$ cat config.mk
export PLATFORM = sky130hd
export DESIGN_NAME = hmar_alarm_regs
export DESIGN_NICKNAME = d
export VERILOG_FILES = /design/src/rtl/hmar_alarm_regs.v
export VERILOG_INCLUDE_DIRS = /design/src /design/src/rtl
export SDC_FILE = /design/constraint.sdc
export NUM_CORES = 1
export LEC_CHECK = 0
export BUFFER_PORTS_ARGS = -buffer_cell sky130_fd_sc_hd__buf_4
export CAP_MARGIN = 30
export CORE_MARGIN = 1.5
export CORE_UTILIZATION = 33
export DETAILED_ROUTE_END_ITERATION = 12
export GPL_ROUTABILITY_DRIVEN = 0
export GPL_TIMING_DRIVEN = 0
export HOLD_SLACK_MARGIN = 0.05
export PLACE_DENSITY = 0.61
export SYNTH_ARGS = -nofsm -noshare
export SYNTH_HDL_FRONTEND = slang
export SYNTH_SLANG_ARGS = --single-unit
export TNS_END_PERCENT = 30
$ cat constraint.sdc
create_clock -name CLK_I -period 2.2 [get_ports CLK_I]
set_clock_uncertainty 0.1 [all_clocks]
set_input_delay 0.11 -clock CLK_I [delete_from_list [all_inputs] [get_ports CLK_I]]
set_output_delay 0.11 -clock CLK_I [all_outputs]
set_load 0.01 [all_outputs]
$ cat src/rtl/hmar_defines.vh
// Constants for the hardware monitor alarm register bank.
// Assumes inclusion by its bare name from the design file.
`ifndef HMAR_DEFINES_VH
`define HMAR_DEFINES_VH

// ============================================================
// Bank numbers and the bank select register
// ============================================================
`define HMAR_BANK_SEL_ADDR     8'h4e
`define HMAR_BANK_TEMP3        3'h2
`define HMAR_BANK_ALARM        3'h4
`define HMAR_BANK_VALUE        3'h5

// ============================================================
// Bank 2: third temperature channel
// ============================================================
`define HMAR_TEMP3_CFG_ADDR    8'h52
`define HMAR_THYST_HI_ADDR     8'h53
`define HMAR_THYST_LO_ADDR     8'h54
`define HMAR_TOVT_HI_ADDR      8'h55
`define HMAR_TOVT_LO_ADDR      8'h56
`define HMAR_TEMP3_CFG_RST     8'h00
`define HMAR_CFG_WMASK         8'h1b
`define HMAR_CFG_STOP_BIT      0
`define HMAR_CFG_MODE_BIT      1
`define HMAR_CFG_QUEUE_LSB     3
`define HMAR_CFG_QUEUE_MSB     4
`define HMAR_THYST_RST         9'h096
`define HMAR_TOVT_RST          9'h0a0
`define HMAR_LO_BYTE_BIT       7

// ============================================================
// Bank 4: alarm status, mask, tone, live status, PWM clock
// ============================================================
`define HMAR_IRQ_STAT_ADDR     8'h50
`define HMAR_IRQ_MASK_ADDR     8'h51
`define HMAR_TONE_CTRL_ADDR    8'h53
`define HMAR_LIVE_ONE_ADDR     8'h59
`define HMAR_LIVE_TWO_ADDR     8'h5a
`define HMAR_LIVE_THREE_ADDR   8'h5b
`define HMAR_PWM_SEL_ADDR      8'h5c
`define HMAR_IRQ_MASK_RST      2'h0
`define HMAR_TONE_CTRL_RST     8'h00
`define HMAR_TONE_WMASK        8'h23
`define HMAR_TONE_USER_BIT     5
`define HMAR_STBY_BIT          0
`define HMAR_BAT_BIT           1
`define HMAR_PWM_SEL_RST       8'h11
`define HMAR_PWM_SEL_WMASK     8'h77
`define HMAR_PWM_46K87         3'h0
`define HMAR_PWM_23K43         3'h1
`define HMAR_PWM_11K72         3'h2
`define HMAR_PWM_5K85          3'h3
`define HMAR_PWM_2K93          3'h4

// ============================================================
// Bank 5: value store
// ============================================================
`define HMAR_VS_FIRST          8'h50
`define HMAR_VS_LAST           8'h57
`define HMAR_VS_STBY_READ      3'h0
`define HMAR_VS_BAT_READ       3'h1
`define HMAR_VS_STBY_HI        3'h4
`define HMAR_VS_STBY_LO        3'h5
`define HMAR_VS_BAT_HI         3'h6
`define HMAR_VS_BAT_LO         3'h7
`define HMAR_VS_PTR_ADDR       8'h5e
`define HMAR_VS_PORT_ADDR      8'h5f
`define HMAR_VS_LIMIT_RST      8'h00

`endif

$ cat src/rtl/hmar_alarm_regs.v
// Register bank of the hardware monitor: third temperature channel,
// standby and battery alarms, live status, PWM clock select, value store.
// Assumes readings and flags arrive synchronous to CLK_I from the
// converter and fan counters, and a plain strobed register port.
//
// Behaviour
// [RQ1] Two-bit fault queue sets faults needed before the alert asserts.
// [RQ2] Config bit 1 picks comparator mode (0, default) or interrupt mode (1).
// [RQ3] Config bit 0 set stops third sensor monitoring; clearing resumes it.
// [RQ4] Config resets to 0x00; bits 7 to 5 and 2 read zero.
// [RQ5] Hysteresis is nine bits: high byte bits 8-1, low byte bit 7; here low byte writes are ignored and bit 0 stays zero.
// [RQ6] Hysteresis defaults to 75 degrees Celsius.
// [RQ7] Over-temperature limit nine bits; low byte bit 7 writable, rest zero.
// [RQ8] Over-temperature limit defaults to 80 degrees Celsius.
// [RQ9] Interrupt status bit 1 flags battery excursion, bit 0 standby rail.
// [RQ10] Mask bits 1 and 0 block matching status from interrupt; reset zero.
// [RQ11] User tone bit 5 forces the alarm tone on continuously.
// [RQ12] Tone enables bits 1 and 0 let battery or standby excursions sound.
// [RQ13] Live status one shows fan, temperature and voltage over-limit flags.
// [RQ14] Live status two shows temp3, chassis, fan3, negative and +12V flags.
// [RQ15] Live status three shows battery bit 1, standby bit 0; resets zero.
// [RQ16] PWM 3 clock select encodes five frequencies, default 23.43 kHz.
// [RQ17] Bits 6-4 select PWM 4 clock with same encoding; 7, 3 reserved.
// [RQ18] Value store index auto-increments over readings and limits.
// [RQ19] Comparator alert tracks limit and hysteresis; interrupt one latches.
// [RQ20] Management interrupt asserts while any unmasked status bit is set.
//
// Decided for this implementation: the plain strobed port.

`timescale 1ns/1ns
`include "hmar_defines.vh"

module hmar_alarm_regs (
    input  wire       CLK_I,
    input  wire       RSTN_I,
    input  wire [7:0] ADDR_I,
    input  wire [7:0] WDATA_I,
    input  wire       WR_I,
    input  wire       RD_I,
    output reg  [7:0] RDATA_O,
    input  wire [8:0] TEMP3_I,
    input  wire       TEMP3_VALID_I,
    input  wire [7:0] STBY_READING_I,
    input  wire [7:0] BAT_READING_I,
    input  wire [7:0] LIVE_ONE_FLAGS_I,
    input  wire [4:0] LIVE_TWO_FLAGS_I,
    output reg        OVERTEMP_ALERT_N_O,
    output reg        SYSTEM_MGMT_IRQ_N_O,
    output reg        ALARM_TONE_O,
    output reg  [2:0] PWM_OUTPUT_THREE_SEL_O,
    output reg  [2:0] PWM_OUTPUT_FOUR_SEL_O
);

    // ============================================================
    // Register state
    // ============================================================
    reg  [2:0] bank_r;
    reg  [7:0] cfg_r;
    reg  [8:0] thyst_r;
    reg  [8:0] tovt_r;
    reg  [1:0] irq_stat_r;
    reg  [1:0] irq_mask_r;
    reg  [7:0] tone_r;
    reg  [7:0] pwm_sel_r;
    reg  [7:0] live_one_r;
    reg  [4:0] live_two_r;
    reg        temp3_over_r;
    reg  [1:0] live_three_r;
    reg  [2:0] fault_cnt_r;
    reg  [7:0] stby_hi_r;
    reg  [7:0] stby_lo_r;
    reg  [7:0] bat_hi_r;
    reg  [7:0] bat_lo_r;
    reg  [2:0] vs_ptr_r;

    // ============================================================
    // Access decode
    // ============================================================
    wire bank_temp3 = (bank_r == `HMAR_BANK_TEMP3);
    wire bank_alarm = (bank_r == `HMAR_BANK_ALARM);
    wire bank_value = (bank_r == `HMAR_BANK_VALUE);

    wire sel_bank   = (ADDR_I == `HMAR_BANK_SEL_ADDR);
    wire sel_cfg    = bank_temp3 && (ADDR_I == `HMAR_TEMP3_CFG_ADDR);
    wire sel_hy_hi  = bank_temp3 && (ADDR_I == `HMAR_THYST_HI_ADDR);
    wire sel_hy_lo  = bank_temp3 && (ADDR_I == `HMAR_THYST_LO_ADDR);
    wire sel_ov_hi  = bank_temp3 && (ADDR_I == `HMAR_TOVT_HI_ADDR);
    wire sel_ov_lo  = bank_temp3 && (ADDR_I == `HMAR_TOVT_LO_ADDR);
    wire sel_istat  = bank_alarm && (ADDR_I == `HMAR_IRQ_STAT_ADDR);
    wire sel_imask  = bank_alarm && (ADDR_I == `HMAR_IRQ_MASK_ADDR);
    wire sel_tone   = bank_alarm && (ADDR_I == `HMAR_TONE_CTRL_ADDR);
    wire sel_live1  = bank_alarm && (ADDR_I == `HMAR_LIVE_ONE_ADDR);
    wire sel_live2  = bank_alarm && (ADDR_I == `HMAR_LIVE_TWO_ADDR);
    wire sel_live3  = bank_alarm && (ADDR_I == `HMAR_LIVE_THREE_ADDR);
    wire sel_pwm    = bank_alarm && (ADDR_I == `HMAR_PWM_SEL_ADDR);
    wire sel_vs_dir = bank_value && (ADDR_I >= `HMAR_VS_FIRST)
                      && (ADDR_I <= `HMAR_VS_LAST);
    wire sel_vs_ptr = bank_value && (ADDR_I == `HMAR_VS_PTR_ADDR);
    wire sel_vs_prt = bank_value && (ADDR_I == `HMAR_VS_PORT_ADDR);

    // The data port reaches the slot under the pointer; a direct address
    // reaches its own slot.
    wire [2:0] vs_slot  = sel_vs_prt ? vs_ptr_r : ADDR_I[2:0];
    wire       vs_hit   = sel_vs_dir || sel_vs_prt;
    wire       vs_wr    = WR_I && vs_hit;

    // ============================================================
    // Value store read mux
    // ============================================================
    reg [7:0] vs_rd;
    always @* begin
        case (vs_slot)
            `HMAR_VS_STBY_READ: vs_rd = STBY_READING_I;
            `HMAR_VS_BAT_READ:  vs_rd = BAT_READING_I;
            `HMAR_VS_STBY_HI:   vs_rd = stby_hi_r;
            `HMAR_VS_STBY_LO:   vs_rd = stby_lo_r;
            `HMAR_VS_BAT_HI:    vs_rd = bat_hi_r;
            `HMAR_VS_BAT_LO:    vs_rd = bat_lo_r;
            default:            vs_rd = 8'h00;
        endcase
    end

    // ============================================================
    // Register read mux
    // ============================================================
    reg [7:0] rdata_nxt;
    always @* begin
        rdata_nxt = 8'h00;
        if (sel_bank) begin
            rdata_nxt = {5'h00, bank_r};
        end else if (sel_cfg) begin
            rdata_nxt = cfg_r & `HMAR_CFG_WMASK; // RQ4
        end else if (sel_hy_hi) begin
            rdata_nxt = thyst_r[8:1]; // RQ5
        end else if (sel_hy_lo) begin
            rdata_nxt = {thyst_r[0], 7'h00}; // RQ5
        end else if (sel_ov_hi) begin
            rdata_nxt = tovt_r[8:1]; // RQ7
        end else if (sel_ov_lo) begin
            rdata_nxt = {tovt_r[0], 7'h00}; // RQ7
        end else if (sel_istat) begin
            rdata_nxt = {6'h00, irq_stat_r};
        end else if (sel_imask) begin
            rdata_nxt = {6'h00, irq_mask_r};
        end else if (sel_tone) begin
            rdata_nxt = tone_r;
        end else if (sel_live1) begin
            rdata_nxt = live_one_r; // RQ13
        end else if (sel_live2) begin
            rdata_nxt = {2'h0, temp3_over_r, live_two_r}; // RQ14
        end else if (sel_live3) begin
            rdata_nxt = {6'h00, live_three_r}; // RQ15
        end else if (sel_pwm) begin
            rdata_nxt = pwm_sel_r;
        end else if (sel_vs_ptr) begin
            rdata_nxt = {5'h00, vs_ptr_r};
        end else if (vs_hit) begin
            rdata_nxt = vs_rd;
        end
    end

    // ============================================================
    // Limit comparators for the standby rail and the battery
    // ============================================================
    wire stby_out = (STBY_READING_I > stby_hi_r) ||
                    (STBY_READING_I < stby_lo_r);
    wire bat_out  = (BAT_READING_I > bat_hi_r) ||
                    (BAT_READING_I < bat_lo_r);
    wire [1:0] excur = {bat_out, stby_out};

    // Status bits set on each cycle an excursion stands; a read of the
    // status register clears them, but a set in that same cycle wins.
    wire [1:0] irq_clr      = (RD_I && sel_istat) ? 2'h3 : 2'h0;
    wire [1:0] irq_stat_nxt = (irq_stat_r & ~irq_clr) | excur; // RQ9

    // ============================================================
    // Third temperature channel: fault queue and alert
    // ============================================================
    wire       stop_mon  = cfg_r[`HMAR_CFG_STOP_BIT];
    wire       int_mode  = cfg_r[`HMAR_CFG_MODE_BIT];
    wire [1:0] queue     = cfg_r[`HMAR_CFG_QUEUE_MSB:`HMAR_CFG_QUEUE_LSB];
    wire [2:0] need      = {1'b0, queue} + 3'h1;
    wire       sample    = TEMP3_VALID_I && !stop_mon; // RQ3
    wire       above     = $signed(TEMP3_I) > $signed(tovt_r);
    wire       below     = $signed(TEMP3_I) < $signed(thyst_r);
    wire [2:0] fault_inc = (fault_cnt_r == 3'h7) ? fault_cnt_r :
                           fault_cnt_r + 3'h1;
    wire       trip      = sample && above && (fault_inc >= need); // RQ1

    reg [2:0] fault_cnt_nxt;
    reg       alert_nxt;
    always @* begin
        fault_cnt_nxt = fault_cnt_r;
        if (sample) begin
            fault_cnt_nxt = above ? fault_inc : 3'h0; // RQ1
        end
        alert_nxt = !OVERTEMP_ALERT_N_O;
        if (int_mode) begin
            if (RD_I && sel_live2) begin
                alert_nxt = 1'b0; // RQ19
            end
            if (trip) begin
                alert_nxt = 1'b1; // RQ2
            end
        end else begin
            if (trip) begin
                alert_nxt = 1'b1; // RQ19
            end else if (sample && below) begin
                alert_nxt = 1'b0; // RQ19
            end
        end
    end

    // ============================================================
    // Alarm tone and management interrupt
    // ============================================================
    wire tone_nxt = tone_r[`HMAR_TONE_USER_BIT] || // RQ11
                    (tone_r[`HMAR_BAT_BIT] && bat_out) || // RQ12
                    (tone_r[`HMAR_STBY_BIT] && stby_out);
    wire irq_nxt  = |(irq_stat_nxt & ~irq_mask_r); // RQ10 RQ20

    // ============================================================
    // Clocked state
    // ============================================================
    always @(posedge CLK_I) begin
        if (!RSTN_I) begin
            bank_r                 <= 3'h0;
            cfg_r                  <= `HMAR_TEMP3_CFG_RST; // RQ4
            thyst_r                <= `HMAR_THYST_RST; // RQ6
            tovt_r                 <= `HMAR_TOVT_RST; // RQ8
            irq_stat_r             <= 2'h0;
            irq_mask_r             <= `HMAR_IRQ_MASK_RST; // RQ10
            tone_r                 <= `HMAR_TONE_CTRL_RST;
            pwm_sel_r              <= `HMAR_PWM_SEL_RST; // RQ16
            live_one_r             <= 8'h00;
            live_two_r             <= 5'h00;
            temp3_over_r           <= 1'b0;
            live_three_r           <= 2'h0; // RQ15
            fault_cnt_r            <= 3'h0;
            stby_hi_r              <= `HMAR_VS_LIMIT_RST;
            stby_lo_r              <= `HMAR_VS_LIMIT_RST;
            bat_hi_r               <= `HMAR_VS_LIMIT_RST;
            bat_lo_r               <= `HMAR_VS_LIMIT_RST;
            vs_ptr_r               <= 3'h0;
            RDATA_O                <= 8'h00;
            OVERTEMP_ALERT_N_O     <= 1'b1;
            SYSTEM_MGMT_IRQ_N_O    <= 1'b1;
            ALARM_TONE_O           <= 1'b0;
            PWM_OUTPUT_THREE_SEL_O <= `HMAR_PWM_23K43;
            PWM_OUTPUT_FOUR_SEL_O  <= `HMAR_PWM_23K43;
        end else begin
            RDATA_O <= RD_I ? rdata_nxt : 8'h00;
            if (WR_I && sel_bank) begin
                bank_r <= WDATA_I[2:0];
            end
            if (WR_I && sel_cfg) begin
                cfg_r <= WDATA_I & `HMAR_CFG_WMASK; // RQ4
            end
            if (WR_I && sel_hy_hi) begin
                thyst_r[8:1] <= WDATA_I; // RQ5
            end
            if (WR_I && sel_ov_hi) begin
                tovt_r[8:1] <= WDATA_I; // RQ7
            end
            if (WR_I && sel_ov_lo) begin
                tovt_r[0] <= WDATA_I[`HMAR_LO_BYTE_BIT]; // RQ7
            end
            if (WR_I && sel_imask) begin
                irq_mask_r <= WDATA_I[1:0]; // RQ10
            end
            if (WR_I && sel_tone) begin
                tone_r <= WDATA_I & `HMAR_TONE_WMASK; // RQ11
            end
            if (WR_I && sel_pwm) begin
                pwm_sel_r <= WDATA_I & `HMAR_PWM_SEL_WMASK; // RQ17
            end
            if (WR_I && sel_vs_ptr) begin
                vs_ptr_r <= WDATA_I[2:0];
            end else if ((RD_I || WR_I) && sel_vs_prt) begin
                vs_ptr_r <= vs_ptr_r + 3'h1; // RQ18
            end
            if (vs_wr && vs_slot == `HMAR_VS_STBY_HI) begin
                stby_hi_r <= WDATA_I; // RQ18
            end
            if (vs_wr && vs_slot == `HMAR_VS_STBY_LO) begin
                stby_lo_r <= WDATA_I;
            end
            if (vs_wr && vs_slot == `HMAR_VS_BAT_HI) begin
                bat_hi_r <= WDATA_I;
            end
            if (vs_wr && vs_slot == `HMAR_VS_BAT_LO) begin
                bat_lo_r <= WDATA_I;
            end
            irq_stat_r   <= irq_stat_nxt; // RQ9
            live_one_r   <= LIVE_ONE_FLAGS_I; // RQ13
            live_two_r   <= LIVE_TWO_FLAGS_I; // RQ14
            live_three_r <= excur; // RQ15
            if (sample) begin
                temp3_over_r <= above; // RQ14
            end
            fault_cnt_r            <= fault_cnt_nxt;
            OVERTEMP_ALERT_N_O     <= !alert_nxt;
            SYSTEM_MGMT_IRQ_N_O    <= !irq_nxt; // RQ20
            ALARM_TONE_O           <= tone_nxt;
            PWM_OUTPUT_THREE_SEL_O <= pwm_sel_r[2:0]; // RQ16
            PWM_OUTPUT_FOUR_SEL_O  <= pwm_sel_r[6:4]; // RQ17
        end
    end

endmodule

==> results of run 1 <==
worst reg2reg max path, cell delays in order, from the launching register on:
cell and delay, ns:
dfxtp_4 0.36, nand3b_1 0.20, o41ai_4 0.35, buf_6 0.19, mux2i_4 0.27, nor2_2 0.08, a2111oi_4 0.36, o21ai_2 0.12
a221o_1 0.37
power by group through the flow:
stage / Clock, mW / Sequential [mW] / Combinational (mW)
floorplan: 0 / 2.03 / 0.262
global placement: 0 / 2.04 / 0.486
detailed placement: 0 / 2.04 / 0.489
CTS: 1.65 / 1.99 / 0.549
global route: 1.74 / 1.99 / 0.644
finish: 1.62 / 1.98 / 0.597
cells in the mapped netlist, types with 4 or more instances:
cell type / instances / area share
a21oi_1: 76 / 0.060
a221oi_1: 5 / 0.0069
nand2_1: 99 / 0.058
nor2b_1: 8 / 0.0078
dfxtp_1: 108 / 0.34
a22oi_1: 8 / 0.0094
o22ai_1: 7 / 0.0069
a31oi_1: 5 / 0.0049
a211oi_1: 6 / 0.0071
mux2i_1: 34 / 0.053
ha_1: 52 / 0.10
and3_1: 5 / 0.0049
inv_1: 60 / 0.035
nand2b_1: 15 / 0.015
nand3_1: 47 / 0.037
buf_2: 5 / 0.0039
nor3_1: 9 / 0.0071
and2_1: 23 / 0.023
o21ai_1: 10 / 0.0078
nor2_1: 63 / 0.037
o211ai_1: 7 / 0.0082
o41ai_1: 4 / 0.0055
nand3b_1: 4 / 0.0047
a21o_1: 9 / 0.011
o21ai_0: 20 / 0.016
a22o_1: 4 / 0.0055
clkbuf_1: 26 / 0.015
nand4_1: 7 / 0.0069
cells by family (layout without fill, tap and decap cells):
family,count (synthesis),count (layout)
and+or+nand+nor,301,301
AOI/OAI and AO/OA,195,195
DFF,108,108
buffers and inverters,98,233
adders and majority gates,52,52
muxes,34,34
xor gates and xnor gates,2,2
placed cells by master (no fill, tap or decap), drive strengths merged, types with 3 or more instances in the layout:
master / Yosys / final
a22oi: 9 / 9
mux2i: 34 / 34
dlygate4sd3: 0 / 19
or3: 3 / 3
a21oi: 77 / 77
nor2b: 8 / 8
nand4: 7 / 7
nor2: 63 / 63
o21ai: 30 / 30
o21a: 3 / 3
clkbuf: 26 / 36
a21o: 9 / 9
dfxtp: 108 / 108
nand3: 48 / 48
a211o: 3 / 3
nand2: 100 / 100
a221oi: 5 / 5
o41ai: 6 / 6
a22o: 4 / 4
a211oi: 7 / 7
nand2b: 15 / 15
nor4: 3 / 3
o211ai: 7 / 7
ha: 52 / 52
o22ai: 7 / 7
a31oi: 5 / 5
buf: 12 / 112
inv: 60 / 64
nand3b: 5 / 5
and3: 5 / 5
and2: 23 / 23
nor3: 11 / 11
worst paths after layout:
kind	from	endpoint	slack (ns)	cells past startpoint
hold reg to reg	stby_lo_r[6]	stby_lo_r[6]	0.35	2
setup reg to reg	vs_ptr_r[2]	RDATA_O[0]	-0.31	8
setup / recovery	vs_ptr_r[2]	RDATA_O[0]	-0.31	8
hold / removal	RD_I	OVERTEMP_ALERT_N_O	0.09	4
layer usage:
layer	GRT usage	share of wire	wire length, microns	up-vias
met2	0.332	0.44	9650	248
met5	0	0	0	-
li1	-	-	-	3053
met4	0.0939	0.036	793	0
met3	0.0380	0.073	1600	46
met1	0.302	0.45	9830	2993
metrics by stage:
stage	TNS (ns)	setup WS, ns	area, sq um	util
2_1_floorplan	0	0.00113	6390	-
3_3_place_gp	-11.91	-0.728	7250	0.385
3_5_place_dp	-12.07	-0.751	7250	0.385
4_1_cts	-1.24	-0.263	8010	0.425
5_1_grt	-2.76	-0.342	8370	0.444
6_report	-1.93	-0.311	8370	0.444
registers in the layout (all words and copies together) (netlist names), 4 cells and up:
| register | cells |
|---|---|
| live_two_r | 5 |
| cfg_r | 4 |
| stby_lo_r | 8 |
| pwm_sel_r | 6 |
| bat_hi_r | 8 |
| RDATA_O | 8 |
| live_one_r | 8 |
| stby_hi_r | 8 |
| tovt_r | 9 |
| bat_lo_r | 8 |
| thyst_r | 8 |
area by class of cell:
| type | count | area share |
|---|---|---|
| Multi-Input combinational cell | 584 | 0.491 |
| Sequential cell | 108 | 0.261 |
| Timing Repair Buffer | 121 | 0.124 |
| Tap cell | 260 | 0.0389 |
| Clock buffer | 10 | 0.0286 |
| Inverter | 60 | 0.0269 |
| Buffer | 36 | 0.0227 |
| Clock inverter | 6 | 0.00628 |
repair_timing:
action                     CTS  global route
gates cloned                 1             1
buffers inserted            13            16
pin swaps                   15            22
hold endpoints to repair    41             0
gates resized for setup     45            44
hold buffers                19             0
setup endpoints to repair   68            69
==> results.py, run 1 <==
metrics = {
    "cts": {
        "cts.clk_slew.worst_paths_ns": 0.08,
        "cts_num_sinks": 108,
        "cts_buffer_depth": 2,
        "insertion_delay_ns": 0.37,
        "cts-root-buf": "clkbuf_16",
        "htree_levels": 3,
        "cts_buffers": 9,
        "cts_tree": "built",
    },
    "timing": {
        "max_clock_freq_ghz": 0.398,
        "min_period_over_period": 1.14,
        "worst_slew_pin_slew_ns": 0.782,
        "min_period_ns": 2.51,
        "slew_headroom": 0.479,
        "rsz0062_at_grt": "yes",
        "fin_ws_ns": -0.311,
        "report.final.slew_viol_count": 0,
        "holdWs_ns": 0.0939,
        "finalHoldViolations": 0,
        "setup_viol": 8,
    },
    "detailed_routing": {
        "num_vias": 6340,
        "remaining_drc_errors": 0,
        "drtPass1Iterations": 5,
        "routed_via_density": 5.35,
        "antenna_left": 0,
        "routed_wl_mm": 21.9,
        "post_drt_wl_per_cell_microns": 18.5,
        "drtIter0Drc": 535,
    },
    "power_and_ir_drop": {
        "powerDensity_nw_per_um2": 503,
        "clockPowerShare": 0.386,
        "finalPower_mw": 4.21,
        "max-vdd-ir-drop_uv": 402,
        "seq_power_share": 0.472,
        "cellLeakagePower_nw": 3.30,
        "p_comb_frac": 0.142,
        "power.switching_mw": 1.15,
        "intPower_mw": 3.05,
        "p_sw_frac": 0.274,
    },
    "floorplanning": {
        "dieArea_sq_um": 20200,
        "start_util": 0.339,
        "floorplan.die.height_microns": 142,
        "rows": 50,
        "io-pin-count": 76,
        "core_sq_um": 18800,
        "die_w_microns": 142,
    },
    "status": {
        "violations": "setup timing",
        "outcome": "finished, violations left",
    },
    "synthesis": {
        "netlist_area_sq_um": 6390,
        "synth_cells": 790,
        "synthAdderAreaFrac": 0.102,
        "synth_warnings": 0,
        "synthMuxAreaShare": 0.0533,
        "synth-seq-area-share": 0.339,
        "avgSynthCellArea_sq_um": 8.08,
        "synth_compound_area_frac": 0.203,
        "synth_simple_gate_area_frac": 0.236,
        "ys_ff_latch": 108,
        "synth_nets": 901,
        "synth-edff-count": 0,
        "synth_top_family_by_area": "simple AND/OR/NAND/NOR gates",
        "synth_ff_type": "dfxtp_1",
        "async_flop_share": 0,
        "ys_types": 70,
        "synth_xor_area_frac": 0.00274,
    },
    "setup_path": {
        "path_buf_inv": 1,
        "slowest_delay_ns": 0.37,
        "startpoint_type": "register",
        "end_kind": "register",
        "arrival_ns": 2.66,
        "path_delay_family": "compound AO/OA/AOI/OAI gates",
        "path_cells": "nand3b_1, o41ai_4, buf_6, mux2i_4, nor2_2, a2111oi_4, o21ai_2, a221o_1",
        "criticalPathCategory": "reg -> reg",
        "cp_max_fo": 5,
        "worst_ep_required_time_ns": 2.35,
        "slowest_stage": "a221o_1",
    },
    "final_layout": {
        "nNetsFinal": 1031,
        "multiInputGateArea_sq_um": 4110,
        "drive_above_1_share": 0.217,
        "seq_area_sq_um": 2190,
        "diodes": 0,
        "area_delta_synth_final_pct": 31.0,
        "final_cells": 1185,
        "fillers": 1892,
    },
    "job": {
        "max_cap_viol_count": 0,
    },
    "global_routing": {
        "grt_pass1_vias": 5884,
        "antenna_found_initial": 0,
        "grt_pass1_wl_mm": 33.2,
        "grt.total_usage": 0.218,
        "grt_start_max_net_pins": 20,
        "grt_overflow": 0,
    },
    "placed_design": {
        "placed_cells": 1121,
        "dp.final_hpwl_mm": 16.0,
        "port_buffers": 71,
    },
    "min_path": {
        "hold_path_class": "in -> reg",
    },
}
No activity file was read; power rests on OpenSTA's default activity.
==> run 2, diff against run 1 <==
--- a/config.mk
+++ b/config.mk
@@ -15,6 +15,7 @@
 export GPL_TIMING_DRIVEN = 0
 export HOLD_SLACK_MARGIN = 0.05
 export PLACE_DENSITY = 0.61
+export SETUP_SLACK_MARGIN = 0.2
 export SYNTH_ARGS = -nofsm -noshare
 export SYNTH_HDL_FRONTEND = slang
 export SYNTH_SLANG_ARGS = --single-unit
==> results.py, run 2 (synthesized netlist as in run 1, its figures left out) <==
metrics = {
    "power_and_ir_drop": {
        "cellLeakagePower_nw": 3.39,
        "max-vdd-ir-drop_uv": 312,
        "finalPower_mw": 4.26,
        "powerDensity_nw_per_um2": 495,
    },
    "setup_path": {
        "cp_max_fo": 6,
        "startpoint_type": "register",
        "end_kind": "register",
        "path_buf_inv": 1,
        "crit_end": "RDATA_O[0]",
        "arrival_ns": 2.61,
        "cp.depth": 8,
        "criticalPathCategory": "reg -> reg",
        "path_delay_family": "compound AO/OA/AOI/OAI gates",
        "worst_ep_required_time_ns": 2.33,
        "r2r_slack_ns": -0.28,
        "path_cells": "nand3b_1, o41ai_4, buf_6, mux2i_1, nor2_1, a2111oi_2, o21ai_1, a221o_1",
        "reg2reg_depth": 8,
        "slowest_delay_ns": 0.35,
        "slowest_stage": "dfxtp_4",
        "critPathLaunch": "vs_ptr_r[2]",
        "regToRegStartpoint": "vs_ptr_r[2]",
        "r2r_end": "RDATA_O[0]",
    },
    "cts": {
        "insertion_delay_ns": 0.36,
        "cts_buffer_depth": 2,
        "cts-root-buf": "clkbuf_16",
        "cts_tree": "built",
        "cts_buffers": 9,
        "htree_levels": 3,
        "cts.clk_slew.worst_paths_ns": 0.07,
        "cts_num_sinks": 108,
    },
    "floorplanning": {
        "dieArea_sq_um": 20200,
        "io-pin-count": 76,
        "floorplan.die.height_microns": 142,
        "die_w_microns": 142,
        "core_sq_um": 18800,
        "start_util": 0.339,
        "rows": 50,
    },
    "min_path": {
        "min_from": "RD_I",
        "hold_path_class": "in -> reg",
    },
    "final_layout": {
        "diodes": 0,
        "top_register": "tovt_r",
        "drive_above_1_share": 0.269,
        "fillers": 1845,
        "final_cell_mix": "dfxtp_1, buf_4, nand2_1, a21oi_1, nor2_1",
        "largest_reg_flops": 9,
        "area_delta_synth_final_pct": 34.6,
        "final_common_cell": "dfxtp_1",
        "nNetsFinal": 1028,
    },
    "detailed_routing": {
        "post_drt_wl_per_cell_microns": 18.9,
        "routed_wl_mm": 22.3,
        "drtPass1Iterations": 5,
        "num_vias": 6439,
        "drtIter0Drc": 546,
        "routed_via_density": 5.45,
        "remaining_drc_errors": 0,
        "antenna_left": 0,
    },
    "status": {
        "violations": "setup timing",
        "outcome": "finished, violations left",
    },
    "timing": {
        "slew_headroom": 0.422,
        "finalHoldViolations": 0,
        "max_clock_freq_ghz": 0.403,
        "report.final.slew_viol_count": 0,
        "setup_tns_ns": -1.26,
        "min_period_ns": 2.48,
        "fin_ws_ns": -0.280,
        "rsz0062_at_grt": "yes",
        "worst_slew_pin_slew_ns": 0.867,
        "setup_viol": 8,
        "min_period_over_period": 1.13,
    },
    "placed_design": {
        "dp.final_hpwl_mm": 16.0,
        "place_ws_ns": -0.683,
        "port_buffers": 71,
    },
    "global_routing": {
        "grt_pass1_wl_mm": 33.3,
        "grt_start_max_net_pins": 19,
        "grt.total_usage": 0.218,
        "grt_overflow": 0,
        "grt_pass1_vias": 5889,
        "antenna_found_initial": 0,
    },
    "job": {
        "max_cap_viol_count": 0,
    },
}
-- run 2: cell types whose count changed in the layout (fill, tap and decap cells not counted), moves of 8 or more --
cell / change
nand2_1: -15
ha_4: +8
nand2_2: +14
ha_1: -8
a21oi_1: -8
dfxtp_1: -11
-- run 2: metal layers --
layer	wire, microns	global-route usage	share of wire	up-vias
li1	-	-	-	3051
met1	9850	0.302	0.44	3022
met2	9780	0.326	0.44	306
met3	1770	0.0424	0.079	60
met4	920	0.103	0.041	0
met5	0	0	0	-
-- run 2: worst min-delay path by stage --
| stage | endpoint | slack [ns] | depth (start not counted) |
|---|---|---|---|
| after floorplan | live_one_r[0] | 0.14 | 1 |
| after global placement | live_one_r[7] | 0.22 | 2 |
| after detailed placement | live_two_r[1] | 0.22 | 2 |
| after CTS | OVERTEMP_ALERT_N_O | 0.07 | 4 |
| after global routing | OVERTEMP_ALERT_N_O | 0.10 | 4 |
| final | OVERTEMP_ALERT_N_O | 0.1 | 4 |
-- run 2: timing repair --
action,4_1_cts,5_1_grt
gates cloned,1,0
pin swaps,14,37
setup buffers,13,12
endpoints found under the setup margin,72,84
gates resized for setup,41,113
hold buffers,19,0
hold endpoints to repair,41,0
-- run 2: cell type report --
| cell class | instances | area (sq um) | share of cell area |
|---|---|---|---|
| well taps | 260 | 325 | 0.0378 |
| plain buffers | 38 | 218 | 0.0253 |
| repair buffers | 115 | 987 | 0.115 |
| clock inverters | 4 | 37.5 | 0.00437 |
| clock buffers | 12 | 256 | 0.0298 |
| flip-flops and latches | 108 | 2210 | 0.257 |
| multi-input cells | 585 | 4340 | 0.504 |
| inverters | 60 | 228 | 0.0265 |
-- run 2: worst register-to-register path, stage by stage (launching register included) --
cell,delay (ns)
dfxtp_4,0.35
nand3b_1,0.20
o41ai_4,0.32
buf_6,0.19
mux2i_1,0.27
nor2_1,0.10
a2111oi_2,0.32
o21ai_1,0.15
a221o_1,0.35
-- run 2: report_power, final --
part | switching [mW] | internal (mW) | leakage (nW)
sequential | 0.0138 | 1.97 | 0.889
clock | 0.802 | 0.853 | 0.146
combinational | 0.347 | 0.274 | 2.35
-- run 2: per-stage QoR --
step | util | std cells | instance area (sq um) | hold slack [ns]
final | 0.457 | 1182 | 8600 | 0.0974
after global routing | 0.457 | 1182 | 8600 | 0.104
after CTS | 0.427 | 1170 | 8040 | 0.0710
after detailed placement | 0.385 | 1121 | 7250 | 0.220
after global placement | 0.385 | 1121 | 7250 | 0.220
after floorplan | - | 790 | 6390 | 0.137
==> run 3, diff against run 2 <==
--- a/config.mk
+++ b/config.mk
@@ -14,7 +14,7 @@
 export GPL_ROUTABILITY_DRIVEN = 0
 export GPL_TIMING_DRIVEN = 0
 export HOLD_SLACK_MARGIN = 0.05
-export PLACE_DENSITY = 0.61
+export PLACE_DENSITY = 0.55
 export SETUP_SLACK_MARGIN = 0.2
 export SYNTH_ARGS = -nofsm -noshare
 export SYNTH_HDL_FRONTEND = slang
==> constraint.sdc (replaced) <==
create_clock -name CLK_I -period 2.2 [get_ports CLK_I]
set_clock_uncertainty 0.1 [all_clocks]
set_input_delay 0.11 -clock CLK_I [delete_from_list [all_inputs] [get_ports CLK_I]]
set_output_delay 0.11 -clock CLK_I [all_outputs]
set_load 0.1 [all_outputs]
==> results.py, run 3 (synthesized netlist as in run 1, its figures left out) <==
metrics = {
    "global_routing": {
        "antenna_found_initial": 0,
        "grt.total_usage": 0.223,
        "grt_overflow": 0,
        "grt_pass1_wl_mm": 33.5,
        "grt_start_max_net_pins": 19,
        "grt_pass1_vias": 5802,
    },
    "power_and_ir_drop": {
        "powerDensity_nw_per_um2": 497,
        "max-vdd-ir-drop_uv": 386,
        "cellLeakagePower_nw": 3.34,
    },
    "floorplanning": {
        "core_sq_um": 18800,
        "dieArea_sq_um": 20200,
        "start_util": 0.339,
        "floorplan.die.height_microns": 142,
        "die_w_microns": 142,
        "rows": 50,
        "io-pin-count": 76,
    },
    "status": {
        "violations": "setup timing",
        "outcome": "finished, violations left",
    },
    "detailed_routing": {
        "post_drt_wl_per_cell_microns": 18.9,
        "routed_via_density": 5.30,
        "antenna_left": 0,
        "drtIter0Drc": 526,
        "remaining_drc_errors": 0,
        "routed_wl_mm": 22.5,
        "drtPass1Iterations": 5,
        "num_vias": 6310,
    },
    "setup_path": {
        "critPathLaunch": "bank_r[1]",
        "reg2reg_depth": 9,
        "crit_end": "RDATA_O[0]",
        "startpoint_type": "register",
        "worst_ep_required_time_ns": 2.35,
        "end_kind": "register",
        "arrival_ns": 2.71,
        "r2r_slack_ns": -0.36,
        "cp_max_fo": 5,
        "regToRegStartpoint": "bank_r[1]",
        "r2r_end": "RDATA_O[0]",
        "criticalPathCategory": "reg -> reg",
    },
    "final_layout": {
        "final_common_cell": "buf_4",
        "final_cells": 1191,
        "top_register": "tovt_r",
        "largest_reg_flops": 9,
        "drive_above_1_share": 0.241,
        "diodes": 0,
        "final_cell_mix": "buf_4, nand2_1, dfxtp_1, a21oi_1",
        "area_delta_synth_final_pct": 33.0,
        "nNetsFinal": 1038,
    },
    "timing": {
        "worst_slew_pin_slew_ns": 0.831,
        "max_clock_freq_ghz": 0.391,
        "rsz0062_at_grt": "yes",
        "finalHoldViolations": 0,
        "setup_tns_ns": -2.00,
        "slew_headroom": 0.446,
        "setup_viol": 16,
        "fin_ws_ns": -0.356,
        "min_period_ns": 2.56,
        "min_period_over_period": 1.16,
        "report.final.slew_viol_count": 0,
    },
    "cts": {
        "cts-root-buf": "clkbuf_16",
        "htree_levels": 3,
        "insertion_delay_ns": 0.37,
        "cts_buffers": 9,
        "cts_num_sinks": 108,
        "cts.clk_slew.worst_paths_ns": 0.08,
        "cts_tree": "built",
        "cts_buffer_depth": 2,
    },
    "placed_design": {
        "placed_cells": 1121,
        "port_buffers": 71,
        "dp.final_hpwl_mm": 16.5,
    },
    "min_path": {
        "hold_path_class": "in -> reg",
    },
    "job": {
        "max_cap_viol_count": 0,
    },
}
## run 3: how the worst min path moves through the flow
stage	start	end	cells after the start
final	RD_I	OVERTEMP_ALERT_N_O	4
after global routing	RD_I	OVERTEMP_ALERT_N_O	4
after detailed placement	LIVE_ONE_FLAGS_I[1]	live_one_r[1]	2
after global placement	LIVE_ONE_FLAGS_I[0]	live_one_r[0]	2
after CTS	RD_I	OVERTEMP_ALERT_N_O	4
after floorplan	LIVE_ONE_FLAGS_I[0]	live_one_r[0]	1
## run 3: area by class of cell
type	count	area, sq um
fillers	1905	10300
plain buffers	38	230
clock inverters	5	45.0
repair buffers	126	1040
multi-input cells	584	4190
inverters	60	225
flip-flops and latches	108	2200
clock buffers	10	239
well taps	260	325
## run 3: timing repair
item	CTS	global route
pin swaps	17	29
gates cloned	1	0
setup buffers	17	18
setup endpoints to repair	76	85
resized for setup	49	69
hold buffers	19	0
hold endpoints to repair	41	0
## run 3: report_power, final
| part | internal (mW) | switching [mW] |
|---|---|---|
| Sequential | 1.97 | 0.0134 |
| Combinational | 0.264 | 0.364 |
| Clock | 0.810 | 0.798 |
| Total | 3.05 | 1.18 |
## run 3: critical path, stage by stage, from the launching register on
cell       delay (ns)
dfxtp_4          0.35
nand3b_4         0.20
o41ai_4          0.35
buf_6            0.17
buf_4            0.12
mux2i_1          0.17
o2bb2ai_1        0.10
a2111oi_2        0.37
o21ai_1          0.15
a221o_1          0.35
## run 3: metrics by stage
step | instance area, sq um | hold WS (ns) | setup WS [ns] | total power [mW] | util
final | 8490 | 0.109 | -0.356 | 4.22 | 0.451
after CTS | 8060 | 0.0855 | -0.224 | 4.19 | 0.428
after global routing | 8490 | 0.127 | -0.371 | 4.36 | 0.451
after detailed placement | 7250 | 0.222 | -0.641 | 2.55 | 0.385
after floorplan | 6390 | 0.137 | 0.0514 | 2.32 | -
after global placement | 7250 | 0.221 | -0.676 | 2.55 | 0.385
## run 3: routing by layer
layer | GRT usage | routed length [microns] | up-vias
met5 | 0 | 0 | -
met4 | 0.0749 | 459 | 0
met3 | 0.0407 | 1690 | 21
met2 | 0.336 | 9990 | 221
met1 | 0.318 | 10400 | 3007
li1 | - | - | 3061
